## config.mk

```make
export PLATFORM = sky130hd
export DESIGN_NAME = indirect_core_register_reader
export DESIGN_NICKNAME = d
export VERILOG_FILES = /design/src/core_reader_pkg.sv /design/src/indirect_core_register_reader.sv
export SDC_FILE = /design/constraint.sdc
export NUM_CORES = 1
export LEC_CHECK = 0
export ABC_CLOCK_PERIOD_IN_PS = 2000
export BUFFER_PORTS_ARGS = -buffer_cell sky130_fd_sc_hd__buf_4
export CORE_MARGIN = 3
export CORE_UTILIZATION = 35
export DETAILED_ROUTE_END_ITERATION = 10
export GPL_TIMING_DRIVEN = 0
export PLACE_DENSITY = 0.65
export SLEW_MARGIN = 20
export SYNTH_ARGS = -nofsm -noshare
export SYNTH_HDL_FRONTEND = slang
export SYNTH_SLANG_ARGS = --single-unit
```

## constraint.sdc

```tcl
create_clock -name i_mclk -period 2 [get_ports i_mclk]
set_input_delay 0.6 -clock i_mclk [delete_from_list [all_inputs] [get_ports i_mclk]]
set_output_delay 0.6 -clock i_mclk [all_outputs]
set_load 0.01 [all_outputs]
```

## src/core_reader_pkg.sv

```systemverilog
// constants and carrier types for the indirect core register reader
package core_reader_pkg;

  // ---------------------------------------------------------------
  // register map, byte offsets inside the block
  // ---------------------------------------------------------------
  localparam int          LOCAL_AW       = 12;
  localparam logic [11:0] OFS_DMA_VALUE  = 12'h000;
  localparam logic [11:0] OFS_CORE_REQ   = 12'h004;
  localparam logic [11:0] OFS_CORE_VALUE = 12'h008;
  localparam logic [11:0] OFS_WIN_LO     = 12'h200;
  localparam logic [11:0] OFS_WIN_HI     = 12'h334;

  // ---------------------------------------------------------------
  // field layout of core_read_request
  // ---------------------------------------------------------------
  localparam int REQ_BIT   = 31;
  localparam int CLR_BIT   = 30;
  localparam int ADDR_MSB  = 9;
  localparam int ADDR_LSB  = 2;
  localparam int CORE_AW   = ADDR_MSB - ADDR_LSB + 1;
  localparam int CORE_DW   = 16;

  localparam logic [31:0] RESET_WORD = 32'h0000_0000;
  localparam logic [1:0]  HTRANS_NSEQ_BIT_SEL = 2'h2;

  // ---------------------------------------------------------------
  // carrier towards the usb_device_core register port
  // ---------------------------------------------------------------
  typedef struct packed {
    logic               req;
    logic               we;
    logic [CORE_AW-1:0] addr;
    logic [31:0]        wdata;
  } core_req_t;

  typedef enum logic [3:0] {
    ST_IDLE  = 4'h1,
    ST_READ  = 4'h2,
    ST_WRITE = 4'h4,
    ST_ABORT = 4'h8
  } reader_state_t;

endpackage

```

## src/indirect_core_register_reader.sv

```systemverilog
// ahb-lite slave bridging indirect reads and guarded writes to the usb device core
`timescale 1ns/10ps
`default_nettype none
module indirect_core_register_reader
  import core_reader_pkg::*;
(
  input  wire logic                i_mclk,
  input  wire logic                i_resetn,
  input  wire logic                i_hsel,
  input  wire logic [LOCAL_AW-1:0] i_haddr,
  input  wire logic [1:0]          i_htrans,
  input  wire logic                i_hwrite,
  input  wire logic [2:0]          i_hsize,
  input  wire logic [31:0]         i_hwdata,
  input  wire logic                i_hready,
  output logic                     o_hreadyout,
  output logic                     o_hresp,
  output logic [31:0]              o_hrdata,
  output core_req_t                o_core,
  input  wire logic                i_core_ack,
  input  wire logic [CORE_DW-1:0]  i_core_rdata,
  input  wire logic                i_dma_done,
  input  wire logic [31:0]         i_dma_rdata,
  output logic                     o_core_read_done
);

  // ---------------------------------------------------------------
  // ahb address and data phase
  // ---------------------------------------------------------------
  logic                dp_valid_q;
  logic                dp_write_q;
  logic [LOCAL_AW-1:0] dp_addr_q;
  logic                err_second_q;
  logic [31:0]         rdata_q;
  logic [31:0]         dma_val_q;
  logic [CORE_DW-1:0]  core_val_q;
  logic [CORE_AW-1:0]  addr_q;
  logic [31:0]         wdata_q;
  logic                done_q;
  reader_state_t       state_q;
  reader_state_t       state_d;

  wire ap_take  = i_hsel & ((i_htrans & HTRANS_NSEQ_BIT_SEL) != 2'h0) & i_hready;
  wire hit_dma  = dp_addr_q == OFS_DMA_VALUE;
  wire hit_req  = dp_addr_q == OFS_CORE_REQ;
  wire hit_val  = dp_addr_q == OFS_CORE_VALUE;
  wire hit_win  = (dp_addr_q >= OFS_WIN_LO) && (dp_addr_q <= OFS_WIN_HI) &&
                  (dp_addr_q[1:0] == 2'h0);
  wire req_bit  = (state_q == ST_READ) || (state_q == ST_WRITE);
  wire clr_bit  = state_q == ST_ABORT;
  wire busy     = req_bit | clr_bit;
  wire unmapped = ~(hit_dma | hit_req | hit_val | hit_win);
  // the stalled transfer stays in the data phase registers during the second error
  // cycle; it is masked there so that a refused write never runs once the port frees
  wire dp_live  = dp_valid_q & ~err_second_q;
  // a busy core port refuses window writes; the bridge never queues them
  wire err_now  = dp_live & (unmapped | (hit_win & dp_write_q & busy));
  wire wr_req   = dp_live & dp_write_q & hit_req;
  wire clr_go   = wr_req & i_hwdata[CLR_BIT];
  wire rd_go    = wr_req & i_hwdata[REQ_BIT] & ~i_hwdata[CLR_BIT] & ~busy;
  wire wr_go    = dp_live & dp_write_q & hit_win & ~busy;
  wire [CORE_AW-1:0] req_addr = i_hwdata[ADDR_MSB:ADDR_LSB];
  wire [CORE_AW-1:0] win_addr = dp_addr_q[ADDR_MSB:ADDR_LSB];
  wire rd_end   = (state_q == ST_READ) & i_core_ack & ~clr_go;

  assign o_hreadyout = ~err_now;
  assign o_hresp     = err_now | err_second_q;
  assign o_hrdata    = rdata_q;

  wire l_ap_dma = i_haddr == OFS_DMA_VALUE;
  wire l_ap_req = i_haddr == OFS_CORE_REQ;
  wire l_ap_val = i_haddr == OFS_CORE_VALUE;
  wire [31:0] req_word = {req_bit, clr_bit, 20'h00000, addr_q, 2'h0};
  wire [31:0] rdata_d  = l_ap_dma ? dma_val_q :
                         l_ap_req ? req_word :
                         l_ap_val ? {16'h0000, core_val_q} :
                         RESET_WORD;

  always_ff @(posedge i_mclk or negedge i_resetn) begin
    if (!i_resetn) begin
      dp_valid_q   <= 1'b0;
      dp_write_q   <= 1'b0;
      dp_addr_q    <= '0;
      err_second_q <= 1'b0;
      rdata_q      <= RESET_WORD;
    end else begin
      err_second_q <= err_now;
      if (i_hready) begin
        dp_valid_q <= ap_take;
        dp_write_q <= i_hwrite;
        dp_addr_q  <= i_haddr;
      end
      if (ap_take && !i_hwrite) begin
        rdata_q <= rdata_d;
      end
    end
  end

  // ---------------------------------------------------------------
  // core access sequencer
  // ---------------------------------------------------------------
  always_comb begin
    state_d = state_q;
    case (state_q)
      ST_IDLE: begin
        if (clr_go) begin
          state_d = ST_ABORT;
        end else if (rd_go) begin
          state_d = ST_READ;
        end else if (wr_go) begin
          state_d = ST_WRITE;
        end
      end
      ST_READ, ST_WRITE: begin
        if (clr_go) begin
          state_d = ST_ABORT;
        end else if (i_core_ack) begin
          state_d = ST_IDLE;
        end
      end
      ST_ABORT: state_d = ST_IDLE;
      default:  state_d = ST_IDLE;
    endcase
  end

  // an aborted strobe is dropped mid-flight, so the core may see a torn access
  wire core_we = state_q == ST_WRITE;
  assign o_core = {req_bit, core_we, addr_q, wdata_q};
  assign o_core_read_done = done_q;

  always_ff @(posedge i_mclk or negedge i_resetn) begin
    if (!i_resetn) begin
      state_q    <= ST_IDLE;
      addr_q     <= '0;
      wdata_q    <= RESET_WORD;
      core_val_q <= '0;
      dma_val_q  <= RESET_WORD;
      done_q     <= 1'b0;
    end else begin
      state_q <= state_d;
      done_q  <= rd_end;
      if (rd_go) begin
        addr_q <= req_addr;
      end else if (wr_go) begin
        addr_q <= win_addr;
      end
      if (wr_go) begin
        wdata_q <= i_hwdata;
      end
      if (rd_end) begin
        core_val_q <= i_core_rdata;
      end
      if (i_dma_done) begin
        dma_val_q <= i_dma_rdata;
      end
    end
  end
endmodule
`default_nettype wire

```

After elaboration in Yosys (flattened, before gate mapping):

Index checks and enable logic that the tools add are counted.
W data, S select, Z words.

* bits in registers: 140
* bits of input ports: 104
* output and inout bits: 77
* word-level logic and storage cells: 73

* order comparisons: 2
* equality and inequality tests: 10
* mux-type cells: 11
* bitwise gates (word level): 28
* reductions and logical operators: 11

Operators by type and width (number)
* $mux W32: 2
* $eq A12 B3 Y1 const B: 2
* $eq A12 B4 Y1 const B: 2
* $logic_not A12 Y1: 2
* $mux W4: 5
* $and A1 B1 Y1: 16
* $mux W16: 1
* $mux W8: 2
* $ge A12 B10 Y1 const B: 1
* $le A12 B10 Y1 const B: 1
* $pmux W4 S2: 1
* $not A1 Y1: 6
* $or A1 B1 Y1: 6
* $eq A4 B1 Y1 const B: 1
* $eq A4 B2 Y1 const B: 1
* $eq A4 B3 Y1 const B: 1
* $eq A4 B4 Y1 const B: 1
* $ne A4 B4 Y1 const B: 1
* $logic_and A1 B1 Y1: 3
* $ne A3 B3 Y1 const B: 1
* $logic_not A2 Y1: 1
* $reduce_and A2 Y1: 1
* $reduce_bool A2 Y1: 1
* $reduce_or A2 Y1: 1
* 2 further kinds: 2

Longest topological paths before layout:

Gate-level depths: netlist of the first run.

* depth in word-level cells: 10
* mapped depth: 7
* mapped depth without buffers: 5

Worst setup path after synthesis of the first run:

Ideal clock, no wire load.

* kind: reg-to-output
* from: reg state_q[1]
* to: out o_hresp
* data arrival time: 1.562 ns
* required time: 1.400 ns
* setup slack: -0.162 ns
* cell stages (with the launch flop): 6
* path buffers: 0
* cell sequence: dfrtp_1 > or4b_1 > o21ai_2 > a21oi_1 > o21ai_0 > a21o_1

* word-level cells in the longest chain between the ends: 7
* elaborated cells on any way between the ends: 9
* those cells by class: eq/ne (3); bitwise (5); reduce/logical (1)

Ends and longest elaborated chain
* from (decl): line indirect_core_register_reader.sv:40 `reader_state_t state_q;`
* from (signal assigned): line indirect_core_register_reader.sv:140 `state_q <= state_d;`
* $eq A4 B2 Y1 / $eq A4 B3 Y1 (equally long branches): line indirect_core_register_reader.sv:49 `wire req_bit = (state_q == ST_READ) || (state_q == ST_WRITE);`
* $logic_or A1 B1 Y1: line indirect_core_register_reader.sv:49
* $or A1 B1 Y1 *: line indirect_core_register_reader.sv:51 `wire busy = req_bit | clr_bit;`
* $and A1 B1 Y1 *: line indirect_core_register_reader.sv:57 `wire err_now = dp_live & (unmapped | (hit_win & dp_write_q & busy));`
* $or A1 B1 Y1 *: line indirect_core_register_reader.sv:57
* $and A1 B1 Y1 *: line indirect_core_register_reader.sv:57
* $or A1 B1 Y1 *: line indirect_core_register_reader.sv:67 `assign o_hresp = err_now | err_second_q;`
* to (decl): line indirect_core_register_reader.sv:17 `output logic o_hresp,`

Mark *: on every way between the ends. The rest lies on a longest branch, timed or not.

Final worst setup path of the first run:

* from: reg state_q[2]
* to: out o_hresp

The elaborated chain is that of the path after synthesis.

==> results.txt, run 1 <==
The arrival time of the worst setup path is between 1500 and 2000 ps. The number of antenna violations at the first check in global routing was 0. The fraction of registers with async set/reset came out at 100%. The clock tree synthesis step divided the H-tree into 4 levels. The count of final hold-check violations came out at 0. The tightest min-delay check is of the in2async type. The net count after synthesis is between 500 and 600. The post-layout instance count excluding filler cells came out at between 900 and 1000. The post-layout instance area came out at around 8400 um2. The antenna cell count came out at 0.

On the critical path, the stage with the largest delay is an instance of or4b_4. The count of placed standard cells including taps is slightly below 900. The clock insertion delay at the later pin of the skew report came out at roughly 420 ps.

The number of cells produced by synthesis is 486. The total power divided by cell area came out at roughly 890 nW/um2. The post-synthesis instance area came out at 5810 um2. The remaining max-slew budget at the tightest pin came out at a little under half. The final antenna-violating net count is 0. By instance count, the leading cell after synthesis is dfrtp_1. Sorting the synthesized cells by area gives the leading types as dfrtp_1 (60%), mux2_2 (9.9%), nand2_1 (6.6%), mux2i_1 (2.8%), mux2_4 (2.3%).

Synthesis instantiated 48 different standard cells from the library. The placed wire-length estimate after detailed placement is approximately 11000 um. The die area came out at 18200 um2. The standby leakage power is roughly 4.1 nW. The checks that failed: setup timing. Summed over all nets, the switching power comes to 1.85 mW.

The overall power is between 7 and 8 mW. The total wire length is 15800 um. The count of cells along the worst register-to-register path came out at 8.

The internal portion of total power came out at about 5.6 mW. The post-route fraction of the period consumed by the critical path came out at 127%. Counting flops and latches in the post-synthesis netlist gives between 100 and 150.

In this run the vertical extent of the chip is about 130 um. On the critical path the largest part of the delay comes from simple AND/OR/NAND/NOR gates. The number of optimization iterations in the first detailed-route pass came out at 4. Counting I/O delays and the setup requirement, the final critical path takes roughly 2500 ps. The final critical-path setup slack is -532 ps. The fraction of synthesized cell area taken by the top area cell type came out at between 50 and 60%. Of the total power, the share spent switching nets is about a quarter. In the synthesized netlist the dominant register cell turns out to be dfrtp_1. The count of fill cells added during filler insertion is 1435. Cells with a size suffix above 1 make up 46.1% of the layout.

The root buffer cell chosen for the clock tree is clkbuf_16. The count of buffers added on input and output ports is around 170. TritonCTS built the clock tree.

The total of warnings raised by yosys came out at 0. The pin count of the biggest net entering global routing is 100. The number of ports placed on the die boundary is about 180.

In this run the worst path has a maximum fanout of 3. The slew at the pin closest to its max-slew limit is 813 ps. The count of buffer and inverter cells on the critical path came out at 1. The DRC violation count after routing is 0. The die width came out at around 130 um. Setup repair after global routing could not meet its margin everywhere. The total clock buffers created by CTS is 17.

The leftover overflow at the end of global routing came out at 0. The worst IR drop on VDD is between 0.0006 and 0.0007 V. The number of maximum-capacitance constraint violations is 0.

Of the total power, registers draw 44.2%. In the synthesized netlist, the cells that appear most often are dfrtp_1 (139), nand2_1 (102), mux2_2 (51). After clock tree synthesis, the clock-pin slew on the worst setup and hold paths is roughly 60 ps.

The portion of total power attributed to combinational logic is 13.9%. The vias after detailed routing is around 4500. The number of DRC markers after the initial detailed-route iteration came out at 163. The final net count is 807.

For this run, the register share of the synthesized area comes to between 60% and 70%. The critical path is of the reg2out type. The run finished, with violations left. The required time at the endpoint of the critical path came out at about 1400 ps.

The signal on the critical path passes through or4b_4, o21ai_4, a21oi_2, o21ai_2, a21o_1, buf_4. For this configuration, the core starts out at a cell density of 36.2%. The number of cell rows came out at 46.

The worst setup path is captured at an output port. The worst-case setup slack after placement came out at -545 ps. The number of sinks handled by clock tree synthesis came out at 140.

The kind of launch point of the worst setup path is a register. The average wire length per cell after detail routing came out at ~17 um. The clock arrives with 10.1 ps of skew. The via count of the first global-routing pass is 4713. The placer's final routability congestion estimate is roughly 0.77. Once placement finished, the instance area stood at ~7400 um2. Global routing used about 18% of the available tracks. Counting buffers and inverters, the worst setup path is 6 cells deep. The accumulated negative setup slack is -7680 ps. The synthesized design contains 0 enable-type register cells.

The number of buffers inserted for hold repair after clock tree synthesis came out at 0. The signed area change from the synthesized netlist to the final layout came out at 44.8%. Of all cell types, the one taking the most synthesized area is dfrtp_1. The highest cell delay on the worst timing path is between 500 and 600 ps. The final max-slew violation count was 0. The flip-flop and latch area came out at 3510 um2. The detailed-route vias per instance came out at slightly below 5. The count of final setup violators is 62. The area taken by multi-input logic gates is around 2300 um2. The average instance area after synthesis is 11.9 um2. The first global-routing pass estimated about 25000 um of wire.

Per report_power, the clock group accounts for 42.0% of the total. The maximum root-to-sink buffer count is 2. After floorplanning, the core was sized to cover ~16000 um2. Static timing analysis puts the maximum clock frequency at approximately 400 MHz.
-- cells in the final DEF, fill, tap and decap left out, types with 3 or more instances in the layout --
cell type | netlist | layout
buf_12 | 1 | 4
nand3_1 | 6 | 5
mux2i_1 | 16 | 16
mux2_2 | 51 | 44
a22oi_1 | 8 | 8
or3_1 | 4 | 4
nor2_1 | 24 | 24
o21ai_1 | 1 | 3
nor3_1 | 9 | 9
clkbuf_16 | 0 | 17
buf_4 | 2 | 191
buf_6 | 1 | 5
clkbuf_1 | 12 | 7
o22ai_1 | 8 | 8
inv_1 | 6 | 5
clkbuf_8 | 0 | 4
clkinv_2 | 0 | 6
nor4_4 | 2 | 5
o21ai_0 | 14 | 11
buf_2 | 7 | 7
dfrtp_1 | 139 | 137
buf_1 | 6 | 6
a22o_1 | 14 | 14
clkbuf_2 | 1 | 5
a211oi_1 | 8 | 8
or4_1 | 3 | 3
nand2_1 | 102 | 101
mux2_4 | 9 | 16
-- power by group through the flow --
stage               combinational (mW)  clock (mW)  sequential [mW]
floorplan                        0.340           0             3.38
global placement                 0.976           0             3.33
detailed placement                1.01           0             3.34
CTS                               1.05        3.21             3.30
global route                      1.14        3.34             3.33
finish                            1.04        3.14             3.30
-- path summary, 6_finish.rpt --
check | endpoint | slack (ps) | start
min in group i_mclk | wdata_q[0] | 380 | i_hwdata[0]
worst max-delay path | o_hresp | -530 | state_q[2]
worst max register to register | addr_q[4] | -220 | state_q[0]
worst min register to register | wdata_q[9] | 470 | wdata_q[9]
max in group asynchronous | dp_addr_q[4] | 1130 | i_resetn
worst min-delay path | core_val_q[12] | 70 | i_resetn
-- state kept, by name, indices dropped and copies added (netlist names), 4 cells and up --
name,count
addr_q,8
core_val_q,16
o_hrdata,32
dma_val_q,32
state_q,4
dp_addr_q,12
wdata_q,32
-- cell type report --
| cell class | count | area share (%) |
|---|---|---|
| buffer | 30 | 1.94 |
| clock buffer | 21 | 5.72 |
| clock inverter | 11 | 1.37 |
| inverter | 6 | 0.268 |
| multi-input combinational | 310 | 26.9 |
| sequential | 140 | 41.7 |
| tap | 216 | 3.22 |
| timing repair buffer | 198 | 18.9 |
-- metrics by stage --
step                hold slack, ps  utilization, %
floorplan                      304               -
global placement               454            46.0
detailed placement             458            46.3
CTS                           62.5            51.9
global route                  75.9            52.3
finish                        69.6            52.3
-- worst register-to-register path, stage by stage, from the launching register on --
cell and delay, ps:
dfstp_2 540, or2_1 220, o21ai_4 100, buf_4 140, buf_4 150, or4_1 500, buf_2 200, o22ai_1 200
nor2_1 60
-- metal layers --
layer / global-route usage (%) / wire length, um / vias up
li1: - / - / 2129
met4: 5.60 / 221 / 0
met5: 0 / 0 / -
met1: 23.1 / 6860 / 2203
met2: 28.6 / 7620 / 148
met3: 4.55 / 1070 / 18
-- timing repair --
item / in CTS / in global routing
gates resized for setup: 29 / 11
buffers inserted: 16 / 7
pin swaps: 4 / 6
setup endpoints to repair: 78 / 82
cloned: 1 / 0
-- logic make-up after synthesis --
group | synth area share [%]
XOR/XNOR | 0.151
AND/OR/NAND/NOR | 14.0
flip-flops | 60.4
multiplexers | 15.0
AO/OA/AOI/OAI | 7.43
buffers and inverters | 3.04
No activity file was read; power rests on OpenSTA's default activity.
==> run 2, diff against run 1 <==
BUFFER_PORTS_ARGS = -buffer_cell sky130_fd_sc_hd__buf_2   (was -buffer_cell sky130_fd_sc_hd__buf_4)
==> results.txt, run 2 (synthesis results as in run 1) <==
The time the final worst path needs with I/O delays and setup came out at ~2500 ps. The total overflow left after global routing is 0. The maximum clock frequency came out at around 390 MHz.

The worst IR drop on VDD came out at 0.000612 V. The number of maximum-capacitance constraint violations came out at 0. The placer's final routability congestion estimate is a little under 0.8.

After layout, the worst path uses 127% of the clock period. The vias after detailed routing came out at between 4000 and 5000. The tree is rooted in a clkbuf_16. The via count of the first global-routing pass is ~4700.

The die width is between 100 and 150 um. The standby leakage power came out at between 3 and 4 nW. The register-to-register path setup slack came out at -220 ps. The count of cells along the worst register-to-register path came out at 9. The met2 usage in global routing came out at roughly 29%. The final critical-path setup slack is -546 ps. The fraction of met1 tracks used by global routing is 22.4%.

Adding up every negative setup slack in the final design gives -10600 ps. Setup repair after global routing could not meet its margin everywhere. The number of placed instances, taps included, is about 900. The worst setup path is captured at an output port.

The number of antenna violations at the first check in global routing came out at 1. OpenSTA, run right after detailed placement, puts the worst setup slack at -565 ps. The signed area change from the synthesized netlist to the final layout is 37.8%. The total clock buffers created by CTS is 17.

The total power divided by cell area is between 900 and 1000 nW/um2. The wire length of the first global-routing pass is ~25000 um. The clock tree synthesis step divided the H-tree into 4 levels.

At the pin with the least slew margin, the transition time is between 800 and 900 ps. STA puts the critical path data arrival time at slightly below 2000 ps. The critical path in this run is classified as reg2out.

After detailed routing, the number of remaining DRC violations is 0. The average wire length per cell after detail routing is 17.1 um. Dividing the detail-routed via count by the number of cells gives about 4.9. The clock passes through at most 2 buffers.

The count of fill cells added during filler insertion is 1436. The library cell used most frequently in the layout, excluding fill and tap cells, is buf_2. The placeable core region is approximately 16000 um2. The number of DRC markers after the initial detailed-route iteration is around 170. The y dimension of the die came out at roughly 130 um. The clock insertion delay at the later pin of the skew report is approximately 420 ps. The worst register-to-register path begins at dp_addr_q[11]. The run finished, with violations left. The final net count came out at around 800. The maximum fanout encountered on the critical timing path is 3. The final max-slew violation count is 0. The met3 track demand over resource is approximately 6.3%. Leaving out filler cells and counting taps, the final layout contains slightly above 900. In this run the most used layer during global routing was met2. The number of cell rows came out at 46.

The checks that failed: setup timing. The kind of path behind the tightest hold check is in2async. The starting utilization of the core area came out at a little over a third. The kind of launch point of the worst setup path is a register. After detailed routing, the total wire length is approximately 16000 um. The overall power is about 7.3 mW. Counting every sink on the clock net gives 140.

TritonCTS built the clock tree. The required time at the endpoint of the critical path is 1400 ps. The count of input and output buffers came out at approximately 170. The placed wire-length estimate after detailed placement is 11300 um. The overall track demand over capacity in global routing came out at around 18%. The floorplan step defined a die boundary enclosing roughly 18000 um2. Once detail routing completed, the nets flagged for antenna violations numbered 0. The clock-pin transition on the worst setup and hold timing paths is around 60 ps. The remaining max-slew budget at the tightest pin came out at between 40% and 50%. The clock tree skew after final layout came out at around 10 ps.

The count of final hold-check violations is 0. The first detailed-routing pass took 6 iterations. The top cell types in the final layout, fill and taps aside, are buf_2 (178), dfrtp_1 (138), nand2_1 (101). Of the cells placed in the final design, the portion with a size suffix greater than 1 is 47.0%. In this run the count of I/O pins placed on the die edge is about 180.

The tightest hold margin came out at about 130 ps. The reg-to-reg critical path endpoint is state_q[0]. Entering global routing, the biggest net connects 76 pins. The count of final setup violators came out at between 60 and 70. The startpoint of the most critical setup path is state_q[0].
==> run 2: critical path, stage by stage (launching register included) <==
cell	delay [ps]
dfstp_2	380
or4b_4	550
o21ai_4	100
a21oi_2	80
o21ai_2	160
a21o_1	130
buf_2	120
==> run 2: power by group <==
part | switching, mW | leakage [nW] | total, mW | internal [mW]
combinational | 0.486 | 1.93 | 0.931 | 0.445
sequential | 0.187 | 1.68 | 3.29 | 3.10
clock | 1.23 | 0.272 | 3.10 | 1.87
==> run 2: layout make-up <==
type                    instances  area [um2]  area share (%)
well taps                     216         270            3.38
plain buffers                  26         146            1.83
flip-flops and latches        140        3510            43.8
inverters                       6        22.5           0.281
clock buffers                  19         443            5.54
diodes                          1        2.50          0.0313
clock inverters                13         143            1.78
multi-input cells             310        2330            29.1
repair buffers                197        1140            14.2
==> run 2: metal layers <==
| metal | wire [um] | vias up |
|---|---|---|
| li1 | - | 2126 |
| met1 | 6930 | 2241 |
| met2 | 7690 | 155 |
| met3 | 1120 | 13 |
| met4 | 93 | 2 |
| met5 | 7 | - |
==> run 2: through the flow <==
stage / cell area, um2 / util, %
6_report: 8000 / 49.8
5_1_grt: 8000 / 49.8
4_1_cts: 7890 / 49.1
3_5_place_dp: 7000 / 43.6
3_3_place_gp: 6960 / 43.3
2_1_floorplan: 5820 / -
==> run 2: timing repair <==
item,CTS,global route
endpoints found under the setup margin,75,82
gates cloned,2,0
pin swaps,4,9
hold buffers,0,0
gates resized for setup,49,21
setup buffers,14,9
==> run 2: worst max-delay path by stage <==
stage / endpoint
after floorplan: o_hresp
after global placement: wdata_q[20]
after detailed placement: o_hrdata[3]
after CTS: o_hresp
after global routing: o_hresp
final: o_hresp
